`src/verilog/ppcm_pkg.sv`:
```
package ppcm_pkg;

	// ********************************************************
	// register map and reset values
	// ********************************************************
	localparam logic [15:0] ADDR_DRIVE_LOW = 16'hF222;
	localparam logic [15:0] ADDR_DRIVE_HIGH = 16'hF223;
	localparam logic [15:0] ADDR_FUNC_LOW = 16'hF224;
	localparam logic [15:0] ADDR_FUNC_HIGH = 16'hF225;
	localparam logic [7:0] RESET_BYTE = 8'h00;
	localparam logic [15:0] READ_IDLE = 16'h0000;

	// ********************************************************
	// field encodings
	// ********************************************************
	localparam logic DIR_OUTPUT = 1'b0;
	localparam logic [1:0] DRIVE_HIZ = 2'h0;
	localparam logic [1:0] DRIVE_PCH = 2'h1;
	localparam logic [1:0] DRIVE_NCH = 2'h2;
	localparam logic [1:0] DRIVE_CMOS = 2'h3;
	localparam logic [1:0] INPUT_PULL_DOWN = 2'h1;
	localparam logic [1:0] INPUT_PULL_UP = 2'h2;
	localparam logic [1:0] FUNC_GPIO = 2'h0;
	localparam logic [1:0] FUNC_SECOND = 2'h1;
	localparam logic [1:0] FUNC_THIRD = 2'h2;
	localparam logic [1:0] FUNC_BAD = 2'h3;
	// pin 7 has no third function
	localparam logic [7:0] THIRD_ALLOWED = 8'h7F;
	// pins taken over by the rc converter
	localparam logic [7:0] CONVERTER_PINS = 8'hF0;

	// ********************************************************
	// carriers
	// ********************************************************
	typedef struct packed {
		logic rd;
		logic wr;
		logic word;
		logic [15:0] addr;
		logic [15:0] wdata;
	} ppcm_sfr_req_t;

	typedef struct packed {
		logic [7:0] out;
		logic [7:0] oe;
		logic [7:0] pull_up;
		logic [7:0] pull_down;
	} ppcm_pad_t;

	typedef struct packed {
		logic [3:0] out;
		logic [3:0] oe;
	} ppcm_conv_drive_t;

	typedef struct packed {
		logic uart0_transmit;
		logic output_a;
		logic serial_port0_data_out;
		logic serial_port0_clock_out;
		logic i2c0_clock_out;
		logic i2c0_data_out;
	} ppcm_periph_out_t;

	typedef struct packed {
		logic uart0_receive;
		logic serial_port0_data_in;
		logic serial_port0_clock_in;
		logic i2c0_clock_in;
		logic i2c0_data_in;
		logic converter1_osc_input;
	} ppcm_periph_in_t;

endpackage : ppcm_pkg

```
`src/verilog/ppcm_top.sv`:
```
`timescale 1ns/1ps
// Overview of operation
// - output mode drive: 00 hi-z, 01 p-ch od, 10 n-ch od, 11 cmos
// - input mode: 00 hi-z, 01 pull-down, 10 pull-up, 11 hi-z
// - direction bit 0 picks output meaning, 1 picks input meaning
// - reset clears drive and function registers to zero
// - drive and function registers take byte and word accesses
// - pin 7: 00 gpio, 01 converter sensor resistor, else prohibited
// - pin 6: 00 gpio, 01 ref resistor, 10 serial data out
// - pin 5: 00 gpio, 01 ref capacitor, 10 serial clock
// - pin 4: 00 gpio, 01 oscillation input, 10 serial data in
// - pin 3: 00 gpio, 01 uart transmit, 10 pwm output
// - pin 2: 00 gpio, 01 uart receive, 10 serial data out
// - pin 1: 00 gpio, 01 i2c clock, 10 serial clock
// - pin 0: 00 gpio, 01 i2c data, 10 serial data in
// - function select is bit n of both function registers
// - prohibited select in output mode ignores data, uses a low value
// - output mode drives the data register bit
// - input mode data read returns the sampled pin level
// - during conversion pins 4 to 7 belong to the converter
// - high registers sit one byte above the low registers
module ppcm_top (
	// clock and reset
	input wire logic core_clk,
	input wire logic resetn,
	// special function register bus
	input wire ppcm_pkg::ppcm_sfr_req_t sfr_req,
	output logic [15:0] sfr_rdata,
	// data and direction registers held outside
	input wire logic [7:0] port_data_register,
	input wire logic [7:0] port_direction_register,
	output logic [7:0] port_data_read,
	// external pins
	input wire logic [7:0] pin_in,
	output ppcm_pkg::ppcm_pad_t pad,
	// on-chip peripherals
	input wire ppcm_pkg::ppcm_periph_out_t periph_out,
	output ppcm_pkg::ppcm_periph_in_t periph_in,
	// rc oscillation converter
	input wire logic conversion_busy,
	input wire ppcm_pkg::ppcm_conv_drive_t conv_drive
);
	import ppcm_pkg::*;

	// ********************************************************
	// register file
	// ********************************************************
	logic [7:0] pin_drive_select_low;
	logic [7:0] pin_drive_select_high;
	logic [7:0] pin_function_select_low;
	logic [7:0] pin_function_select_high;
	logic wr_drive_low;
	logic wr_drive_high;
	logic wr_func_low;
	logic wr_func_high;
	logic [7:0] high_wdata;

	// a word access only counts at the even address; odd word is ignored
	// high one byte up
	assign wr_drive_low = sfr_req.wr && sfr_req.addr == ADDR_DRIVE_LOW;
	assign wr_drive_high = sfr_req.wr && (sfr_req.word ?
		sfr_req.addr == ADDR_DRIVE_LOW : sfr_req.addr == ADDR_DRIVE_HIGH);
	assign wr_func_low = sfr_req.wr && sfr_req.addr == ADDR_FUNC_LOW;
	assign wr_func_high = sfr_req.wr && (sfr_req.word ?
		sfr_req.addr == ADDR_FUNC_LOW : sfr_req.addr == ADDR_FUNC_HIGH);
	assign high_wdata = sfr_req.word ? sfr_req.wdata[15:8] :
		sfr_req.wdata[7:0];

	// drive select pair
	// reset to zero
	always_ff @(posedge core_clk or negedge resetn) begin
		if (!resetn) begin
			pin_drive_select_low <= RESET_BYTE;
			pin_drive_select_high <= RESET_BYTE;
		end else begin
			if (wr_drive_low) begin
				pin_drive_select_low <= sfr_req.wdata[7:0];
			end
			if (wr_drive_high) begin
				pin_drive_select_high <= high_wdata;
			end
		end
	end

	// function select pair
	always_ff @(posedge core_clk or negedge resetn) begin
		if (!resetn) begin
			pin_function_select_low <= RESET_BYTE;
			pin_function_select_high <= RESET_BYTE;
		end else begin
			if (wr_func_low) begin
				pin_function_select_low <= sfr_req.wdata[7:0];
			end
			if (wr_func_high) begin
				pin_function_select_high <= high_wdata;
			end
		end
	end

	// read data holds until the next read; unmapped reads give zero
	always_ff @(posedge core_clk or negedge resetn) begin
		if (!resetn) begin
			sfr_rdata <= READ_IDLE;
		end else if (sfr_req.rd) begin
			if (sfr_req.word) begin
				case (sfr_req.addr)
					ADDR_DRIVE_LOW: sfr_rdata <= {pin_drive_select_high,
						pin_drive_select_low};
					ADDR_FUNC_LOW: sfr_rdata <= {pin_function_select_high,
						pin_function_select_low};
					default: sfr_rdata <= READ_IDLE;
				endcase
			end else begin
				case (sfr_req.addr)
					ADDR_DRIVE_LOW: sfr_rdata <= {8'h00, pin_drive_select_low};
					ADDR_DRIVE_HIGH: sfr_rdata <= {8'h00, pin_drive_select_high};
					ADDR_FUNC_LOW: sfr_rdata <= {8'h00, pin_function_select_low};
					ADDR_FUNC_HIGH: sfr_rdata <= {8'h00,
						pin_function_select_high};
					default: sfr_rdata <= READ_IDLE;
				endcase
			end
		end
	end

	// ********************************************************
	// alternate function routing
	// ********************************************************
	logic [7:0] alt_second;
	logic [7:0] alt_third;
	logic [7:0] owned;
	logic [7:0] conv_out8;
	logic [7:0] conv_oe8;
	wire logic [7:0] next_out, next_oe, next_pu, next_pd;

	assign conv_out8 = {conv_drive.out, 4'h0};
	assign conv_oe8 = {conv_drive.oe, 4'h0};

	// input-only functions have nothing to drive, so the data bit is used
	// pin 7 sensor
	assign alt_second = {conv_drive.out, periph_out.uart0_transmit,
		port_data_register[2], periph_out.i2c0_clock_out,
		periph_out.i2c0_data_out};
	assign alt_third = {1'b0, periph_out.serial_port0_data_out,
		periph_out.serial_port0_clock_out, port_data_register[4],
		periph_out.output_a, periph_out.serial_port0_data_out,
		periph_out.serial_port0_clock_out, port_data_register[0]};

	// ********************************************************
	// per-pin drive decode
	// ********************************************************
	genvar i;
	generate
		for (i = 0; i < 8; i++) begin : g_pin
			logic [1:0] drive_sel;
			logic [1:0] func_sel;
			logic bad_sel;
			logic value;
			logic pin_out, pin_oe, pin_pu, pin_pd;
			// bit n of each drive register
			assign drive_sel = {pin_drive_select_high[i],
				pin_drive_select_low[i]};
			// bit n of each function register
			assign func_sel = {pin_function_select_high[i],
				pin_function_select_low[i]};
			assign bad_sel = func_sel == FUNC_BAD ||
				(func_sel == FUNC_THIRD && !THIRD_ALLOWED[i]);
			assign owned[i] = CONVERTER_PINS[i] &&
				(conversion_busy || func_sel == FUNC_SECOND);

			// value to present at the pin before the drive type
			always_comb begin
				if (bad_sel) begin
					value = 1'b0;
				end else if (func_sel == FUNC_GPIO) begin
					value = port_data_register[i];
				end else if (func_sel == FUNC_SECOND) begin
					value = alt_second[i];
				end else begin
					value = alt_third[i];
				end
			end

			// drive type and pulls; open drain halves switch by oe only
			always_comb begin
				pin_out = 1'b0;
				pin_oe = 1'b0;
				pin_pu = 1'b0;
				pin_pd = 1'b0;
				if (port_direction_register[i] == DIR_OUTPUT) begin
					case (drive_sel)
						DRIVE_HIZ: pin_oe = 1'b0;
						DRIVE_PCH: begin
							pin_out = 1'b1;
							pin_oe = value;
						end
						DRIVE_NCH: pin_oe = !value;
						DRIVE_CMOS: begin
							pin_out = value;
							pin_oe = 1'b1;
						end
						default: pin_oe = 1'b0;
					endcase
				end else begin
					pin_pu = drive_sel == INPUT_PULL_UP;
					pin_pd = drive_sel == INPUT_PULL_DOWN;
				end
				if (owned[i]) begin
					pin_out = conv_out8[i];
					pin_oe = conv_oe8[i];
				end
			end
			assign next_out[i] = pin_out;
			assign next_oe[i] = pin_oe;
			assign next_pu[i] = pin_pu;
			assign next_pd[i] = pin_pd;
		end
	endgenerate

	// pads are registered so the pins never glitch on decode changes
	always_ff @(posedge core_clk or negedge resetn) begin
		if (!resetn) begin
			pad <= '0;
		end else begin
			pad <= '{out: next_out, oe: next_oe, pull_up: next_pu,
				pull_down: next_pd};
		end
	end

	// ********************************************************
	// pin readback and peripheral inputs
	// ********************************************************
	// input mode reads pins
	always_ff @(posedge core_clk or negedge resetn) begin
		if (!resetn) begin
			port_data_read <= RESET_BYTE;
		end else begin
			port_data_read <= (port_direction_register & pin_in) |
				(~port_direction_register & port_data_register);
		end
	end

	// unselected inputs sit at the idle level of each function
	always_ff @(posedge core_clk or negedge resetn) begin
		if (!resetn) begin
			periph_in <= '0;
		end else begin
			periph_in.uart0_receive <= g_pin[2].func_sel == FUNC_SECOND ?
				pin_in[2] : 1'b1;
			periph_in.serial_port0_data_in <=
				(g_pin[0].func_sel == FUNC_THIRD && pin_in[0]) ||
				(g_pin[4].func_sel == FUNC_THIRD && pin_in[4]);
			periph_in.serial_port0_clock_in <=
				(g_pin[1].func_sel == FUNC_THIRD && pin_in[1]) ||
				(g_pin[5].func_sel == FUNC_THIRD && pin_in[5]);
			periph_in.i2c0_clock_in <= g_pin[1].func_sel == FUNC_SECOND ?
				pin_in[1] : 1'b1;
			periph_in.i2c0_data_in <= g_pin[0].func_sel == FUNC_SECOND ?
				pin_in[0] : 1'b1;
			// pulls left as software set them
			periph_in.converter1_osc_input <= owned[4] && pin_in[4];
		end
	end
endmodule : ppcm_top

```
`config.mk`:
```
export PLATFORM = sky130hd
export DESIGN_NAME = ppcm_top
export DESIGN_NICKNAME = d
export VERILOG_FILES = /design/src/verilog/ppcm_pkg.sv /design/src/verilog/ppcm_top.sv
export SDC_FILE = /design/constraint.sdc
export NUM_CORES = 1
export LEC_CHECK = 0
export BUFFER_PORTS_ARGS = -buffer_cell sky130_fd_sc_hd__buf_2
export CAP_MARGIN = 0
export CORE_MARGIN = 4
export CORE_UTILIZATION = 50
export DETAILED_ROUTE_END_ITERATION = 10
export GPL_TIMING_DRIVEN = 0
export PLACE_DENSITY = 0.87
export SLEW_MARGIN = 20
export SYNTH_ARGS = -nofsm -noshare
export SYNTH_HDL_FRONTEND = slang
export SYNTH_SLANG_ARGS = --single-unit
```
`constraint.sdc`:
```
create_clock -name core_clk -period 1.6 [get_ports core_clk]
set_input_delay 0.32 -clock core_clk [delete_from_list [all_inputs] [get_ports core_clk]]
set_output_delay 0.32 -clock core_clk [all_outputs]
set_load 0.01 [all_outputs]
```
Word level (Yosys, flattened, before mapping)
Index checks and enable logic that the tools add are counted.
Widths: inputs -> output; s select.
{"block": "word_totals", "register_bits": 94, "input_bits": 76}
{"block": "op_classes", "n_bitwise": 4, "n_reduce_logical": 40, "n_eq_ne": 49, "muxes": 89}
{"operator": "$mux 1", "n": 69}
{"operator": "$eq 16x16->1 const B", "n": 4}
{"operator": "$eq 2x2->1 const B", "n": 29}
{"operator": "$eq 2x1->1 const B", "n": 16}
{"operator": "$logic_not 2->1", "n": 16}
{"operator": "$pmux 1 s4", "n": 8}
{"operator": "$pmux 16 s2", "n": 1}
{"operator": "$pmux 8 s4", "n": 1}
{"operator": "$and 8x8->8", "n": 2}
{"operator": "$mux 16", "n": 1}
{"operator": "$pmux 1 s2", "n": 8}
{"operator": "$logic_and 1x1->1", "n": 9}
{"operator": "$logic_not 1->1", "n": 8}
{"operator": "$mux 8", "n": 1}
{"operator": "$not 8->8", "n": 1}
{"operator": "$or 8x8->8", "n": 1}
{"operator": "$logic_or 1x1->1", "n": 7}

Depth between registers and ports, before layout
{"block": "logic_depth", "ltp_word": 8, "ltp_mapped": 6}

Least setup slack after synthesis
OpenSTA, ideal clock, no wires.
{"block": "synth_path", "kind": "input -> register", "start": "in sfr_req[19] (netlist name)", "end": "reg pin_drive_select_high[0]", "arrival_ns": 2.182, "path_buffers": 2, "path_stages": 6, "setup_slack_ns": -0.707, "cell_sequence": "or3b_2 buf_2 or3_1 buf_2 nor4b_4 mux2_2"}
{"block": "synth_between", "elab_chain_cells": 3, "elab_cells_between_ends": 4, "classes_between": "eq/ne (2); mux (1); reduce/logical (1)"}
{"element": "start: declaration", "line": "ppcm_top.sv:27", "source": "input wire ppcm_pkg::ppcm_sfr_req_t sfr_req,"}
{"element": "$eq 16x16->1", "line": "ppcm_top.sv:62", "source": "sfr_req.addr == ADDR_DRIVE_LOW : sfr_req.addr == ADDR_DRIVE_HIGH);"}
{"element": "$mux 1 *", "line": "ppcm_top.sv:61", "source": "assign wr_drive_high = sfr_req.wr && (sfr_req.word ?"}
{"element": "$logic_and 1x1->1 *", "line": "ppcm_top.sv:61"}
{"element": "end signal: assignment", "line": "ppcm_top.sv:80", "source": "pin_drive_select_high <= high_wdata;"}
{"element": "end: declaration", "line": "ppcm_top.sv:49", "source": "logic [7:0] pin_drive_select_high;"}
Every way passes the cells marked *; elsewhere a longest branch is shown, timed or not.
A chain may end at the register's enable or synchronous reset.

Worst setup path in the final report
{"block": "layout_path", "start": "in sfr_req[26] (netlist name)", "end": "reg pin_drive_select_high[4]"}
The elaborated chain is that of the path after synthesis.

==> impl_metrics.json <==
{
  "clock_latency_ns": 0.37,
  "grt_max_degree": 61,
  "fin_hold_ws_ns": 0.137,
  "clkPwrFrac_pct": 37.6,
  "dp_cells": 606,
  "drt_pass1_iterations": 5,
  "power_mw": 4.52,
  "vdd_drop_max_v": 0.000464,
  "min_from": "port_direction_register[2]",
  "crit_required_ns": 1.85,
  "layout_commonest_cell": "buf_2",
  "drc_errors": 0,
  "cts_max_level": 3,
  "setup_ws_ns": -0.367,
  "p_sw_share_pct": 24.9,
  "finalMaxSlewViolations": 0,
  "synth_edf_count": 0,
  "cp_max_fo": 4,
  "syn_area_mm2": 0.00428,
  "ys_ff_latch": 94,
  "p_comb_share_pct": 9.2,
  "synthCells": 363,
  "die_x_um": 100,
  "cts.clk_slew.worst_paths_ns": 0.10,
  "async_flop_share_pct": 100,
  "row_count": 33,
  "layoutNonFillerInstCount": 645,
  "overflow": 0,
  "r2r_slack_ns": 0.08,
  "routed_via_density": 5.95,
  "fp.coreArea_mm2": 0.00826,
  "hpwl_um": 8470,
  "grt_use_total_pct": 26.5,
  "synth_nets": 439,
  "start_util_pct": 51.8,
  "grt_pass1_wl_um": 20400,
  "cts_buffer_depth": 2,
  "drive_gt1_share_pct": 46.1,
  "diodes": 0,
  "antenna_found_initial": 0,
  "crit_type": "in2reg",
  "yosysSeqAreaShare_pct": 55.0,
  "yosys_warnings": 0,
  "totalWireLength_um": 13000,
  "clockRootBuffer": "clkbuf_8",
  "violations": "negative setup slack",
  "pwr_density_cell_mw_per_mm2": 778,
  "port_buffers": 137,
  "power_leakage_nw": 2.91,
  "cts.sinks": 94,
  "gp_congestion": 0.906,
  "skew_ns": 0.0102,
  "syn_avg_cell_area_um2": 11.8,
  "reg2regPathDepth": 4,
  "period_share_pct": 123,
  "seq_power_share_pct": 53.2,
  "synth_flop_cell": "dfrtp_1",
  "layout-area-overhead-vs-synth_pct": 36.1,
  "r2r-start": "pin_function_select_low[4]$_DFFE_PN0P_",
  "final_cell_mix": "buf_2, dfrtp_1, mux2_4",
  "finalCriticalPeriod_ns": 1.97,
  "r2r_end": "pad[28]$_DFF_PN0_",
  "start_kind": "input pin",
  "maxCapViolCount": 0,
  "fmax_mhz": 508,
  "setup_viol": 48,
  "synth_cell_types": 45,
  "setup-tns-final_ns": -12.28,
  "worstPathArrival_ns": 2.22,
  "drt_iter0_markers": 318,
  "vias": 3836,
  "die_area_mm2": 0.0101,
  "hold_end": "pad[18]$_DFF_PN0_",
  "relSlewSlack_pct": 57.5,
  "whs_path_depth": 2,
  "io_pins": 138,
  "place_area_mm2": 0.00517,
  "rsz0062_at_grt": "yes",
  "tightest_slew_ns": 0.638,
  "status": "finished, violations left",
  "crit_path_end_kind": "flip-flop",
  "p_int_mw": 3.40,
  "wl_per_cell_um": 20.1,
  "final-hold-violation-count": 0,
  "p_sw_mw": 1.13,
  "nets": 611,
  "cts_made_buffers": 9,
  "grt_pass1_vias": 3830,
  "ant_nets": 0,
  "hp-class": "in2reg",
  "final_area_mm2": 0.00582,
  "die_h_um": 100,
  "cts_tree": "yes"
}
-- layer usage --
| layer | wire length, um | track usage, % | vias up |
|---|---|---|---|
| met5 | 0 | 0 | - |
| met4 | 664 | 14.2 | 0 |
| met3 | 1320 | 6.57 | 75 |
| met2 | 6120 | 42.2 | 240 |
| met1 | 4860 | 33.5 | 1843 |
| li1 | - | - | 1678 |
-- Yosys cell counts (2+ instances only) --
cell       n  area share [%]
or2_2      2            0.29
a21boi_0   3            0.53
a32oi_1    8             1.6
nand4b_1   8             1.6
a21oi_1   12             1.4
a21o_1     4            0.70
inv_1     15             1.3
and2_1     2            0.29
a31oi_1    8             1.2
nor2b_1   13             1.9
dfrtp_1   94              55
nand3b_1   9             1.6
or3b_2     2            0.41
o211ai_1   2            0.35
clkbuf_1   8            0.70
nand2_1   24             2.1
a211oi_1   8             1.4
nand2b_1   3            0.44
buf_2      3            0.35
mux2_2    47              12
nand3_1    3            0.35
o21ai_0   19             2.2
nor2_1    15             1.3
a22o_1     8             1.6
and3b_1    8             1.6
nor3_1     2            0.23
o31ai_1    4            0.70
nor4_1     4            0.59
mux2i_1    9             2.1
-- critical path: stages --
cell     delay [ns]
buf_6          0.09
or4b_4         0.55
or3_4          0.43
nor4b_4        0.32
buf_6          0.20
mux2_4         0.31
-- power by group through the flow --
stage | Combinational, mW | Clock (mW) | Sequential (mW)
floorplan | 0.130 | 0 | 2.47
global placement | 0.358 | 0 | 2.45
detailed placement | 0.385 | 0 | 2.45
CTS | 0.410 | 1.70 | 2.41
global route | 0.456 | 1.84 | 2.41
finish | 0.418 | 1.70 | 2.41
-- cells by family after synthesis --
family | synth area share [%]
simple gates | 15.3
flops | 55.0
compound gates | 12.5
mux | 14.5
buf+inv | 2.46
xor+xnor | 0.205
-- timing repair --
item                       in CTS  in global routing
gates cloned                    2                  0
hold endpoints to repair       34                  0
setup endpoints to repair      48                 49
gates resized for setup        59                  9
setup buffers                  20                  5
hold buffers                    1                  0
pin swaps                      10                 10
-- final cells by class --
cell class | instances | area (um2)
fill | 566 | 2440
clock buffer | 11 | 151
clock inverter | 5 | 65.1
timing repair buffer | 164 | 992
buffer | 9 | 55.1
sequential | 94 | 2350
inverter | 15 | 56.3
tap | 105 | 131
multi-input combinational | 242 | 2010
-- flip-flops by register name (all words and copies together), names as in the netlist --
register,count
pad,32
sfr_rdata,16
pin_drive_select_high,8
pin_drive_select_low,8
pin_function_select_high,8
pin_function_select_low,8
port_data_read,8
periph_in,6
-- per-stage QoR --
stage	utilization, %	worst slack [ns]
global route	70.5	-0.365
detailed placement	62.6	-1.15
floorplan	-	-0.704
CTS	70.1	-0.372
global placement	62.1	-1.10
finish	70.5	-0.367
-- worst max path at each step --
stage | start | to | slack [ns]
finish | sfr_req[26] | pin_drive_select_high[4]$_DFFE_PN0P_ | -0.37
global route | sfr_req[26] | pin_drive_select_high[2]$_DFFE_PN0P_ | -0.36
CTS | sfr_req[19] | pin_drive_select_high[2]$_DFFE_PN0P_ | -0.37
detailed placement | sfr_req[24] | pin_drive_select_high[2]$_DFFE_PN0P_ | -1.15
global placement | sfr_req[24] | pin_drive_select_high[5]$_DFFE_PN0P_ | -1.10
floorplan | sfr_req[24] | pin_drive_select_high[0]$_DFFE_PN0P_ | -0.70
Note: power is estimated with default switching activity, not from simulation.
